## config.mk

```make
export PLATFORM = sky130hd
export DESIGN_NAME = flash_cmd_seq
export DESIGN_NICKNAME = d
export VERILOG_FILES = /design/src/design/flash_cmd_seq.v /design/src/design/page_buffer.v
export VERILOG_INCLUDE_DIRS = /design/src /design/src/design
export SDC_FILE = /design/constraint.sdc
export NUM_CORES = 2
export LEC_CHECK = 0
export BUFFER_PORTS_ARGS = -buffer_cell sky130_fd_sc_hd__buf_4
export CAP_MARGIN = 10
export CORE_MARGIN = 1
export CORE_UTILIZATION = 55
export DETAILED_ROUTE_END_ITERATION = 12
export PLACE_DENSITY = 0.7
export SYNTH_ARGS = -nofsm -noshare
export SYNTH_HDL_FRONTEND = slang
export SYNTH_HIERARCHICAL = 1
export SYNTH_SLANG_ARGS = --single-unit
```

## constraint.sdc

```tcl
create_clock -name sys_clk_i -period 6.6 [get_ports sys_clk_i]
set_input_delay 0.66 -clock sys_clk_i [delete_from_list [all_inputs] [get_ports sys_clk_i]]
set_output_delay 0.66 -clock sys_clk_i [all_outputs]
set_load 0.01 [all_outputs]
```

## src/design/flash_seq_defines.vh

```
// constants for the program / erase / burst-wrap command sequencer
`ifndef FLASH_SEQ_DEFINES_VH
`define FLASH_SEQ_DEFINES_VH

// opcodes
`define OPC_SET_WRAP      8'h77
`define OPC_PAGE_PROG     8'h02
`define OPC_PAGE_PROG4    8'h12
`define OPC_QUAD_PROG     8'h32
`define OPC_QUAD_PROG4    8'h34
`define OPC_SECTOR_ERASE  8'h20

// wrap configuration byte fields and reset value (wrap disabled, 8-byte length)
`define WRAP_DIS_POS      4
`define WRAP_LEN_HI       6
`define WRAP_LEN_LO       5
`define WRAP_CFG_RST      8'h10
`define WRAP_BASE_BYTES   7'h08

// addressing and geometry
`define ADDR3_BITS        6'h18
`define ADDR4_BITS        6'h20
`define BYTE_BITS         6'h08
`define PAGE_BITS         8
`define SECTOR_BITS       12
`define BLOCK_HI          24
`define BLOCK_LO          16
`define NUM_BLOCKS        10'h200
`define PROT_FULL_LEVEL   4'hA

// self-timed cycles
`define CLK_MHZ           250
`define PROG_TIME_US      1000
`define ERASE_TIME_US     50000

`endif

```

## src/design/flash_cmd_seq.v

```verilog
// serial flash command sequencer: burst-wrap setting, page program, sector erase
`timescale 1ns/1ps
`include "flash_seq_defines.vh"

module flash_cmd_seq #(
    parameter PROG_CYCLES  = `PROG_TIME_US * `CLK_MHZ,
    parameter ERASE_CYCLES = `ERASE_TIME_US * `CLK_MHZ
) (
    // clock and reset
    input  wire         sys_clk_i,
    input  wire         sys_rst_i,
    input  wire         soft_reset_i,
    // serial link pins
    input  wire         cs_n_i,
    input  wire         sclk_i,
    input  wire [3:0]   quad_line_i,
    // mode and status inputs
    input  wire         four_line_command_mode_i,
    input  wire         four_byte_mode_i,
    input  wire         quad_io_enable_bit_i,
    input  wire         write_enable_set_i,
    input  wire         read_param_load_i,
    input  wire [1:0]   read_param_wrap_i,
    // protection
    input  wire         protect_complement_bit_i,
    input  wire         protect_top_bottom_bit_i,
    input  wire [3:0]   protect_field_i,
    input  wire         lock_hit_i,
    output wire [31:0]  lock_query_addr_o,
    // status
    output wire         busy_o,
    output wire         write_enable_latch_o,
    // wrap configuration
    output wire [7:0]   wrap_config_byte_o,
    output wire         wrap_enable_o,
    output wire [1:0]   wrap_length_field_o,
    output wire [6:0]   wrap_section_bytes_o,
    // array operation
    output wire         prog_start_o,
    output wire         erase_start_o,
    output wire         op_done_o,
    output wire [31:0]  op_addr_o,
    output wire [255:0] byte_valid_o,
    input  wire [7:0]   array_rd_addr_i,
    output wire [7:0]   array_rd_data_o
);
    localparam [3:0] ST_OPC  = 4'h1;
    localparam [3:0] ST_ADDR = 4'h2;
    localparam [3:0] ST_DATA = 4'h4;
    localparam [3:0] ST_SKIP = 4'h8;

    localparam [2:0] K_WRAP  = 3'h1;
    localparam [2:0] K_PROG  = 3'h2;
    localparam [2:0] K_ERASE = 3'h4;
    localparam [31:0] PROG_LAST  = PROG_CYCLES - 1;
    localparam [31:0] ERASE_LAST = ERASE_CYCLES - 1;

    // pin synchronisers
    reg         cs_m_reg;
    reg         cs_s_reg;
    reg         cs_d_reg;
    reg         ck_m_reg;
    reg         ck_s_reg;
    reg         ck_d_reg;
    reg [3:0]   io_m_reg;
    reg [3:0]   io_s_reg;

    // command state
    reg [3:0]   state_reg;
    reg [2:0]   kind_reg;
    reg         quad_reg;
    reg [5:0]   cnt_reg;
    reg [5:0]   addr_len_reg;
    reg [7:0]   sh_reg;
    reg [31:0]  addr_reg;
    reg [7:0]   off_reg;
    reg         got_byte_reg;
    reg         wrap_got_reg;

    // page buffer write port
    reg         pb_we_reg;
    reg [7:0]   pb_waddr_reg;
    reg [7:0]   pb_wdata_reg;
    reg [255:0] valid_reg;

    // status and outputs
    reg         busy_reg;
    reg         wel_reg;
    reg [31:0]  timer_reg;
    reg [7:0]   wrap_cfg_reg;
    reg         prog_start_reg;
    reg         erase_start_reg;
    reg         done_reg;
    reg [31:0]  op_addr_reg;

    // edge detection on the synchronised copies only
    wire cs_rise = cs_s_reg & ~cs_d_reg;
    wire ck_rise = ck_s_reg & ~ck_d_reg & ~cs_s_reg;

    // quad program moves address and data on all four lines
    wire        wide      = four_line_command_mode_i | (quad_reg & (state_reg != ST_OPC));
    wire [7:0]  sh_next   = wide ? {sh_reg[3:0], io_s_reg} : {sh_reg[6:0], io_s_reg[0]};
    wire [31:0] addr_next = wide ? {addr_reg[27:0], io_s_reg} : {addr_reg[30:0], io_s_reg[0]};
    wire [5:0]  cnt_step  = cnt_reg + (wide ? 6'h04 : 6'h01);

    // opcode decode
    wire spi      = ~four_line_command_mode_i;
    wire op_wrap  = (sh_next == `OPC_SET_WRAP) & spi;
    wire op_pp    = (sh_next == `OPC_PAGE_PROG);
    wire op_pp4   = (sh_next == `OPC_PAGE_PROG4) & spi;
    wire op_qpp   = (sh_next == `OPC_QUAD_PROG) & spi;
    wire op_qpp4  = (sh_next == `OPC_QUAD_PROG4) & spi;
    wire op_se    = (sh_next == `OPC_SECTOR_ERASE);
    wire op_quad  = op_qpp | op_qpp4;
    wire op_prog  = op_pp | op_pp4 | op_quad;
    wire op_long  = op_pp4 | op_qpp4 | four_byte_mode_i;
    wire prog_ok  = op_prog & wel_reg & (~op_quad | quad_io_enable_bit_i);
    wire erase_ok = op_se & wel_reg;

    // block protection decode over 64 KB blocks
    reg  [9:0] prot_blocks;
    wire [9:0] blk = {1'b0, addr_reg[`BLOCK_HI:`BLOCK_LO]};
    always @* begin
        if (protect_field_i == 4'h0) begin
            prot_blocks = 10'h000;
        end else if (protect_field_i >= `PROT_FULL_LEVEL) begin
            prot_blocks = `NUM_BLOCKS;
        end else begin
            prot_blocks = 10'h001 << (protect_field_i - 4'h1);
        end
    end
    wire in_range  = protect_top_bottom_bit_i ? (blk < prot_blocks)
                                              : (blk >= (`NUM_BLOCKS - prot_blocks));
    wire prot_hit  = (in_range ^ protect_complement_bit_i) | lock_hit_i;

    // a write on the select edge is aligned only at a byte boundary
    wire aligned   = (state_reg == ST_DATA) & (cnt_reg == 6'h00);
    wire go_prog   = cs_rise & aligned & (kind_reg == K_PROG) & got_byte_reg
                     & ~prot_hit & ~busy_reg;
    wire go_erase  = cs_rise & aligned & (kind_reg == K_ERASE) & ~got_byte_reg
                     & ~prot_hit & ~busy_reg;

    always @(posedge sys_clk_i) begin
        cs_m_reg <= cs_n_i;
        cs_s_reg <= cs_m_reg;
        cs_d_reg <= cs_s_reg;
        ck_m_reg <= sclk_i;
        ck_s_reg <= ck_m_reg;
        ck_d_reg <= ck_s_reg;
        io_m_reg <= quad_line_i;
        io_s_reg <= io_m_reg;
    end

    // serial command engine
    always @(posedge sys_clk_i) begin
        pb_we_reg <= 1'b0;
        if (sys_rst_i) begin
            state_reg    <= ST_OPC;
            kind_reg     <= K_WRAP;
            quad_reg     <= 1'b0;
            cnt_reg      <= 6'h00;
            addr_len_reg <= `ADDR3_BITS;
            sh_reg       <= 8'h00;
            addr_reg     <= 32'h00000000;
            off_reg      <= 8'h00;
            got_byte_reg <= 1'b0;
            wrap_got_reg <= 1'b0;
            pb_waddr_reg <= 8'h00;
            pb_wdata_reg <= 8'h00;
            valid_reg    <= 256'h0;
        end else if (cs_s_reg) begin
            // deselected: every command ends here, partial ones are dropped
            state_reg <= ST_OPC;
            quad_reg  <= 1'b0;
            cnt_reg   <= 6'h00;
        end else if (ck_rise) begin
            case (state_reg)
                ST_OPC: begin
                    sh_reg  <= sh_next;
                    cnt_reg <= cnt_step;
                    if (cnt_step == `BYTE_BITS) begin
                        cnt_reg      <= 6'h00;
                        got_byte_reg <= 1'b0;
                        wrap_got_reg <= 1'b0;
                        addr_reg     <= 32'h00000000; // 3-byte addresses start clean
                        if (busy_reg) begin
                            state_reg <= ST_SKIP;
                        end else if (op_wrap) begin
                            state_reg    <= ST_ADDR;
                            kind_reg     <= K_WRAP;
                            addr_len_reg <= four_byte_mode_i ? `ADDR4_BITS : `ADDR3_BITS;
                        end else if (prog_ok) begin
                            state_reg    <= ST_ADDR;
                            kind_reg     <= K_PROG;
                            quad_reg     <= op_quad;
                            addr_len_reg <= op_long ? `ADDR4_BITS : `ADDR3_BITS;
                            valid_reg    <= 256'h0;
                        end else if (erase_ok) begin
                            state_reg    <= ST_ADDR;
                            kind_reg     <= K_ERASE;
                            addr_len_reg <= four_byte_mode_i ? `ADDR4_BITS : `ADDR3_BITS;
                        end else begin
                            state_reg <= ST_SKIP;
                        end
                    end
                end
                ST_ADDR: begin
                    addr_reg <= addr_next;
                    cnt_reg  <= cnt_step;
                    if (cnt_step == addr_len_reg) begin
                        state_reg <= ST_DATA;
                        cnt_reg   <= 6'h00;
                        off_reg   <= addr_next[`PAGE_BITS-1:0];
                    end
                end
                ST_DATA: begin
                    sh_reg  <= sh_next;
                    cnt_reg <= cnt_step;
                    if (cnt_step == `BYTE_BITS) begin
                        cnt_reg      <= 6'h00;
                        got_byte_reg <= 1'b1;
                        if (kind_reg == K_PROG) begin
                            // offset rolls over inside the page
                            pb_we_reg          <= 1'b1;
                            pb_waddr_reg       <= off_reg;
                            pb_wdata_reg       <= sh_next;
                            valid_reg[off_reg] <= 1'b1;
                            off_reg            <= off_reg + 8'h01;
                        end
                        if (kind_reg == K_WRAP) begin
                            wrap_got_reg <= 1'b1;
                        end
                    end
                end
                ST_SKIP: begin
                    state_reg <= ST_SKIP;
                end
                default: begin
                    state_reg <= ST_SKIP;
                end
            endcase
        end
    end

    // wrap configuration: only the first byte after the dummy bits counts
    wire wrap_take = ck_rise & (state_reg == ST_DATA) & (kind_reg == K_WRAP)
                     & ~wrap_got_reg & (cnt_step == `BYTE_BITS);
    always @(posedge sys_clk_i) begin
        if (sys_rst_i | soft_reset_i) begin
            wrap_cfg_reg <= `WRAP_CFG_RST;
        end else if (wrap_take) begin
            // top bit and low nibble carry no meaning and are stored as zero
            wrap_cfg_reg <= sh_next & 8'h70;
        end else if (read_param_load_i) begin
            wrap_cfg_reg[`WRAP_LEN_HI:`WRAP_LEN_LO] <= read_param_wrap_i;
        end
    end

    // self-timed program / erase cycle
    always @(posedge sys_clk_i) begin
        prog_start_reg  <= 1'b0;
        erase_start_reg <= 1'b0;
        done_reg        <= 1'b0;
        if (sys_rst_i) begin
            busy_reg    <= 1'b0;
            wel_reg     <= 1'b0;
            timer_reg   <= 32'h00000000;
            op_addr_reg <= 32'h00000000;
        end else begin
            if (go_prog) begin
                busy_reg       <= 1'b1;
                timer_reg      <= PROG_LAST;
                prog_start_reg <= 1'b1;
                op_addr_reg    <= {addr_reg[31:`PAGE_BITS], 8'h00};
            end else if (go_erase) begin
                busy_reg        <= 1'b1;
                timer_reg       <= ERASE_LAST;
                erase_start_reg <= 1'b1;
                op_addr_reg     <= {addr_reg[31:`SECTOR_BITS], 12'h000};
            end else if (busy_reg) begin
                if (timer_reg == 32'h00000000) begin
                    busy_reg <= 1'b0;
                    wel_reg  <= 1'b0;
                    done_reg <= 1'b1;
                end else begin
                    timer_reg <= timer_reg - 32'h00000001;
                end
            end
            // a latch set in the same cycle as the end-of-cycle clear wins
            if (write_enable_set_i) begin
                wel_reg <= 1'b1;
            end
        end
    end

    page_buffer u_page_buffer (
        .clk_i   (sys_clk_i),
        .rst_i   (sys_rst_i),
        .we_i    (pb_we_reg),
        .waddr_i (pb_waddr_reg),
        .wdata_i (pb_wdata_reg),
        .raddr_i (array_rd_addr_i),
        .rdata_o (array_rd_data_o)
    );

    assign lock_query_addr_o    = addr_reg;
    assign busy_o               = busy_reg;
    assign write_enable_latch_o = wel_reg;
    assign wrap_config_byte_o   = wrap_cfg_reg;
    // read logic applies this to every later quad read in standard mode
    assign wrap_enable_o        = ~wrap_cfg_reg[`WRAP_DIS_POS];
    assign wrap_length_field_o  = wrap_cfg_reg[`WRAP_LEN_HI:`WRAP_LEN_LO];
    assign wrap_section_bytes_o = `WRAP_BASE_BYTES << wrap_length_field_o;
    assign prog_start_o         = prog_start_reg;
    assign erase_start_o        = erase_start_reg;
    assign op_done_o            = done_reg;
    assign op_addr_o            = op_addr_reg;
    assign byte_valid_o         = valid_reg;
endmodule // flash_cmd_seq

```

## src/design/page_buffer.v

```verilog
// 256-byte program page buffer with registered read port
`timescale 1ns/1ps
module page_buffer (
    // clock and reset
    input  wire       clk_i,
    input  wire       rst_i,
    // write port
    input  wire       we_i,
    input  wire [7:0] waddr_i,
    input  wire [7:0] wdata_i,
    // read port
    input  wire [7:0] raddr_i,
    output reg  [7:0] rdata_o
);
    reg [7:0] mem [0:255];

    always @(posedge clk_i) begin
        if (we_i) begin
            mem[waddr_i] <= wdata_i;
        end
        if (rst_i) begin
            rdata_o <= 8'h00;
        end else begin
            rdata_o <= mem[raddr_i];
        end
    end
endmodule // page_buffer

```

* Word level (Yosys, flattened, before mapping)
Memories as Yosys holds them, arrays and structs flattened. A register that Yosys moved wholly into a read port is not among the register bits. Cells that the tools add are included.
Word-level totals: register bits after elaboration 420, bits in writable memories 2048, bits of input ports 31, output and inout bits 351, logic and storage cells 228, memories kept 1
Memory list:
- u_page_buffer.mem | depth 256, bits a word 8, rd ports 1, clocked after memory_dff 1, wr ports 1, line page_buffer.v:15 | reg [7:0] mem [0:255];
Cells by class: $add $sub $neg 5, order comparisons 5, equality and inequality tests 27, shift operators 2, muxes and demuxes 68, bitwise gates (word level) 51, reduce and logical (&&, ||, !) cells 36
Operator list (count):
- 256-bit 2-to-1 mux | 6
- 256-bit one-hot mux with 2 select lines | 1
- 256-bit OR | 1
- 32-bit 2-to-1 mux | 4
- 24-bit 2-to-1 mux | 3
- 32-bit one-hot mux with 2 select lines | 1
- 6-bit 2-to-1 mux | 7
- 32-bit zero test | 1
- 8-bit 2-to-1 mux | 4
- 32-bit by 1-bit subtractor with 32-bit output, second input constant | 1
- 1-bit bitwise AND | 25
- 8-bit by 6-bit == test with 1-bit output, second input constant | 3
- 4-bit 2-to-1 mux | 6
- 6-bit AND reduction | 4
- 2-bit != test, second input constant | 11
- 1-bit 2-to-1 mux | 21
- 10-bit 2-to-1 mux | 2
- 18-bit 2-to-1 mux | 1
- 2-bit nonzero test | 9
- 8-bit one-hot mux with 2 select lines | 1
- 1-bit inverter | 15
- 3-bit 2-to-1 mux | 4
- 4-bit one-hot mux with 3 select lines | 1
- 6-bit one-hot mux with 2 select lines | 1
- other kinds (42) | 61

* Logic depth before layout (Yosys ltp)
word-level depth 15, mapped depth 18, gate-level depth less buffers 14

* Modules after synthesis
Netlist, hierarchy kept.
By module, submodules not included:
- page_buffer | instances 1, cells an instance 4027, area an instance 80597.3 um^2, sequential area each 61659.1 um^2
- flash_cmd_seq | instances 1, cells an instance 1897, area an instance 16377.0 um^2, sequential area each 8328.0 um^2

* Worst setup path after synthesis
Ideal clock, no wire load.
path kind register to register, start point reg state_reg[3], end point reg addr_len_reg[4], library setup time 131 ps, arrival 4194 ps, required time 6469 ps, setup slack 2275 ps, stages on the path, launching flop included 17, path buffers 4, clock period less this slack 4325 ps, path through dfxtp_1 > or4b_1 > buf_2 > a21o_1 > buf_6 > inv_6 > buf_2 > buf_1 > ha_1 > ha_1 > nand3_1 > o2bb2ai_1 > nor4_1 > a21oi_1 > a21o_1 > or4_1 > a21boi_1
Between the ends: cells in the longest elaborated chain, start to end 12, elaborated cells on any way between the ends 33, classes of those cells add/sub: 1; eq/ne: 9; mux: 5; bitwise: 16; reduce/logical: 2
RTL lines:
- start, declared | line flash_cmd_seq.v:69 | reg [3:0] state_reg;
- start signal, assigned | line flash_cmd_seq.v:158 | state_reg <= ST_OPC;
- start signal, assigned | line flash_cmd_seq.v:173 | state_reg <= ST_OPC;
- start signal, assigned | line flash_cmd_seq.v:187 | state_reg <= ST_SKIP;
- 4-bit by 1-bit != test with 1-bit output | line flash_cmd_seq.v:101 | wire wide = four_line_command_mode_i | (quad_reg & (state_reg != ST_OPC));
- 1-bit bitwise AND | line flash_cmd_seq.v:101
- 1-bit OR | line flash_cmd_seq.v:101
- 8-bit 2-to-1 mux | line flash_cmd_seq.v:102 | wire [7:0] sh_next = wide ? {sh_reg[3:0], io_s_reg} : {sh_reg[6:0], io_s_reg[0]};
- 8-bit by 5-bit == test with 1-bit output (no line) or 8-bit by 6-bit == test with 1-bit output (tied branches)
- 1-bit bitwise AND, on equally long branches | line flash_cmd_seq.v:110, flash_cmd_seq.v:111, flash_cmd_seq.v:112
- 1-bit OR, on equally long branches | line flash_cmd_seq.v:115, flash_cmd_seq.v:114
- 1-bit OR or 1-bit inverter (tied branches) | line flash_cmd_seq.v:115, flash_cmd_seq.v:117
- 1-bit bitwise AND or 1-bit OR (tied branches) | line flash_cmd_seq.v:117 | wire prog_ok = op_prog & wel_reg & (~op_quad | quad_io_enable_bit_i);
- 1-bit bitwise AND | line flash_cmd_seq.v:117
- 3-bit nonzero test (no line) or 6-bit 2-to-1 mux (tied branches)
- 6-bit AND reduction (no line) or 6-bit 2-to-1 mux (tied branches)
- end signal, assigned | line flash_cmd_seq.v:162 | addr_len_reg <= `ADDR3_BITS;
- end signal, assigned | line flash_cmd_seq.v:191 | addr_len_reg <= four_byte_mode_i ? `ADDR4_BITS : `ADDR3_BITS;
- end signal, assigned | line flash_cmd_seq.v:196 | addr_len_reg <= op_long ? `ADDR4_BITS : `ADDR3_BITS;
- end, declared | line flash_cmd_seq.v:73 | reg [5:0] addr_len_reg;
Parallel ways exist; a longest one is shown, timed or not. A chain may end at the register's enable or synchronous reset.

* Worst setup path in the final report
start point reg state_reg[3], end point reg valid_reg[187] (netlist: byte_valid_o[187])
Between the ends: cells in the longest elaborated chain, start to end 12, elaborated cells on any way between the ends 34, classes of those cells add/sub: 1; eq/ne: 15; mux: 3; bitwise: 13; reduce/logical: 2
RTL lines:
- 4-bit by 1-bit != test with 1-bit output | line flash_cmd_seq.v:101
- 1-bit bitwise AND | line flash_cmd_seq.v:101
- 1-bit OR | line flash_cmd_seq.v:101
- 8-bit 2-to-1 mux | line flash_cmd_seq.v:102
- 8-bit by 5-bit == test with 1-bit output (no line) or 8-bit by 6-bit == test with 1-bit output (tied branches)
- 1-bit bitwise AND, on equally long branches | line flash_cmd_seq.v:110, flash_cmd_seq.v:111, flash_cmd_seq.v:112
- 1-bit OR, on equally long branches | line flash_cmd_seq.v:115, flash_cmd_seq.v:114
- 1-bit OR or 1-bit inverter (tied branches) | line flash_cmd_seq.v:115, flash_cmd_seq.v:117
- 1-bit bitwise AND or 1-bit OR (tied branches) | line flash_cmd_seq.v:117
- 1-bit bitwise AND | line flash_cmd_seq.v:117
- 2-bit != test (no line)
- 9-bit AND reduction (no line)
- end signal, assigned | line flash_cmd_seq.v:170 | valid_reg <= 256'h0;
- end signal, assigned | line flash_cmd_seq.v:197 | valid_reg <= 256'h0;
- end signal, assigned by index | line flash_cmd_seq.v:227 | valid_reg[off_reg] <= 1'b1;
- end, declared | line flash_cmd_seq.v:84 | reg [255:0] valid_reg;
Parallel ways exist; a longest one is shown, timed or not.

==> impl_metrics.json <==
{
  "outcome": "complete, no violations",
  "viasPerCell": 6.51,
  "crit_slowest_cell": "a21o_4",
  "area_growth_pct": 12.7,
  "final.setup_skew_ns": 0.0313,
  "antenna_found_initial": 7,
  "fin_crit_ns": 5.08,
  "clock_sinks": 2472,
  "synth_common_cells": "edfxtp_1, nor2_1, dfxtp_1",
  "cp.arrival_ns": 5.83,
  "crit_fanout": 81,
  "die_h_um": 422,
  "synthesis.area_sq_mm": 0.0970,
  "cts_root_buf": "clkbuf_16",
  "required_ns": 7.35,
  "rows": 153,
  "grt.total_usage_pct": 28.5,
  "synth_area_leaders": "edfxtp_1, dfxtp_1, mux4_2",
  "grt_pass1_wl_um": 372000,
  "clk_pin_slew_worst_paths_ns": 0.06,
  "overflow": 0,
  "drv_slew": 0,
  "port_buffers": 365,
  "dr.pass1.iters": 7,
  "hp-start": "read_param_wrap_i[0]",
  "top_register": "u_page_buffer/mem",
  "drt_iter0_drc": 7357,
  "leakage_uw": 0.0402,
  "dieArea_sq_mm": 0.178,
  "start_util_pct": 55.5,
  "synth-seq-cells": 2472,
  "synthArstFlopShare_pct": 0,
  "synth-edff-count": 2048,
  "path_cells": "or4b_1 > a21o_1 > inv_6 > ha_1 > ha_1 > nand3_1 > o2bb2ai_1 > nor3_1 > nand2_1 > a21oi_4 > a21o_4 > buf_4 > nor2_1",
  "synth.yosys.warnings": 6,
  "r2r_start": "state_reg[3]",
  "ys_seq_area_share_pct": 72.2,
  "yosysTopAreaCell": "edfxtp_1",
  "tns_ns": 0,
  "tritoncts": "done",
  "final-hold-violation-count": 0,
  "drc": 0,
  "grt_pass1_vias": 54300,
  "whs_path_depth": 3,
  "worst_hold_path.endpoint": "wrap_config_byte_o[5]",
  "report.final.setup_viol": 0,
  "place.gp.congestion": 0.941,
  "crit_top_cell": "ha_1",
  "post-cts-setup-buffers": 0,
  "wl_per_cell_um": 29.3,
  "synth_area_per_cell_sq_um": 16.4,
  "final_util_pct": 62.6,
  "grt_max_degree": 257,
  "r2r_cells": 13,
  "power_density_mw_per_mm2": 284,
  "worst_pin_slew_ns": 1.36,
  "start_kind": "flop",
  "r2r_slack_ns": 1.52,
  "die_w_um": 422,
  "syn_inst": 5924,
  "max_stage_delay_ns": 0.70,
  "synthFlopType": "edfxtp_1",
  "rsz0062_at_grt": "no",
  "fillers": 12354,
  "synth_most_common_cell": "edfxtp_1",
  "nets": 6285,
  "wirelength_um": 257000,
  "rr_endpoint": "byte_valid_o[187]",
  "numCtsBuffers": 235,
  "end_kind": "flop",
  "vias": 57062,
  "clock.fmax_ghz": 0.197,
  "detail-route-antenna-nets": 0,
  "htree_levels": 4,
  "criticalPathCategory": "flop to flop",
  "drive_gt1_share_pct": 19.2,
  "drv_cap": 0,
  "timing.final.crit_share_pct": 76.9,
  "hpwl_um": 159000,
  "synth_cell_types": 91,
  "clockBufferDepth": 3,
  "worstSkewPairLatency_ns": 0.88,
  "max_slew_margin_pct": 8.57,
  "peakVddDrop_uv": 245,
  "design.core.area_sq_mm": 0.175,
  "netlist.area_leader.share_pct": 63.4,
  "min-delay-path-class": "input port to flop",
  "ios": 382,
  "largest_reg_flops": 2048
}
## layout by cell type, fill, tap and decap left out, types with 12 or more instances in the layout
cell type and count:
o22ai_1 108, clkbuf_16 239, xor2_1 16, clkinvlp_4 20, a211oi_1 58, o21ai_0 49
clkinv_1 39, clkinv_2 57, inv_1 18, nor4_1 32, buf_12 24, a31oi_1 277
nor2b_1 25, ha_1 26, buf_4 440, a22oi_1 42, and3_1 12, nand4_1 26
mux2i_1 363, edfxtp_1 2048, nor3_1 80, and2_1 23, xnor2_1 21, nand3_1 53
o221ai_1 75, nand2_1 267, bufinv_16 24, clkbuf_1 37, mux4_2 330, nor3b_1 13
mux4_1 31, nor2_1 697, conb_1 16, a21oi_1 174, dfxtp_1 416
## cell type report
| type | instances | area (sq um) | area share [%] |
|---|---|---|---|
| Antenna cell | 3 | 7.51 | 0.00687 |
| Clock buffer | 285 | 6240 | 5.71 |
| Clock inverter | 161 | 1570 | 1.43 |
| Inverter | 21 | 86.3 | 0.0790 |
| Multi-Input combinational cell | 3021 | 24500 | 22.4 |
| Sequential cell | 2472 | 70000 | 64.1 |
| Tap cell | 2325 | 2910 | 2.66 |
| Timing Repair Buffer | 477 | 3940 | 3.60 |
## report_power, final
part	switching [uW]	total, uW	internal [uW]
clock	5850	13500	7690
combinational	578	853	274
sequential	14.0	16700	16700
## worst max path at each step
| stage | from | endpoint | slack [ns] | depth (start not counted) |
|---|---|---|---|---|
| finish | state_reg[3] | byte_valid_o[187] | 1.52 | 13 |
| floorplan | state_reg[3] | addr_len_reg[4] | 2.28 | 16 |
| detailed placement | state_reg[3] | byte_valid_o[161] | 1.69 | 13 |
| global route | state_reg[1] | byte_valid_o[201] | 1.28 | 13 |
| CTS | state_reg[3] | byte_valid_o[187] | 1.65 | 13 |
| global placement | state_reg[3] | byte_valid_o[196] | 1.80 | 13 |
## worst max-delay path: cells and delay by family, from the launching register on
kind | cells | cell delay (ns)
adders and majority gates | 2 | 0.48
buffers and inverters | 2 | 0.96
AOI/OAI and AO/OA | 4 | 1.64
DFF | 1 | 0.37
and+or+nand+nor | 5 | 1.43
## repair_timing
item                      4_1_cts  5_1_grt
hold endpoints to repair       10        0
gates resized for setup         0        0
hold buffers                    8        0
## metal layers
metal	global-route usage [%]	routed length (um)
met5	0	20
met4	11.1	11000
met3	5.96	27200
met2	43.7	119000
met1	40.2	99300
## cell families (layout without fill, tap and decap cells)
family          Yosys count  after routing  share of synthesized area [%]
other cells               1             19                        0.00387
xor+xnor                 37             37                          0.334
compound gates          895            895                           6.13
flops                  2472           2472                           72.2
mux                     728            728                           12.3
simple gates           1319           1319                           5.95
fa+ha+maj                26             26                          0.335
buf+inv                 446            944                           2.79
## through the flow
step	power [uW]	cells	hold WS (ns)	cell area (sq um)	worst slack [ns]
floorplan	17600	5939	0.310	97000	2.28
global placement	17800	8304	0.313	101000	1.80
detailed placement	17800	8305	0.314	101000	1.69
CTS	31200	8759	0.113	109000	1.65
global route	31800	8764	0.167	109000	1.28
finish	31100	8765	0.170	109000	1.52
Power figures use the tool's default switching activity.
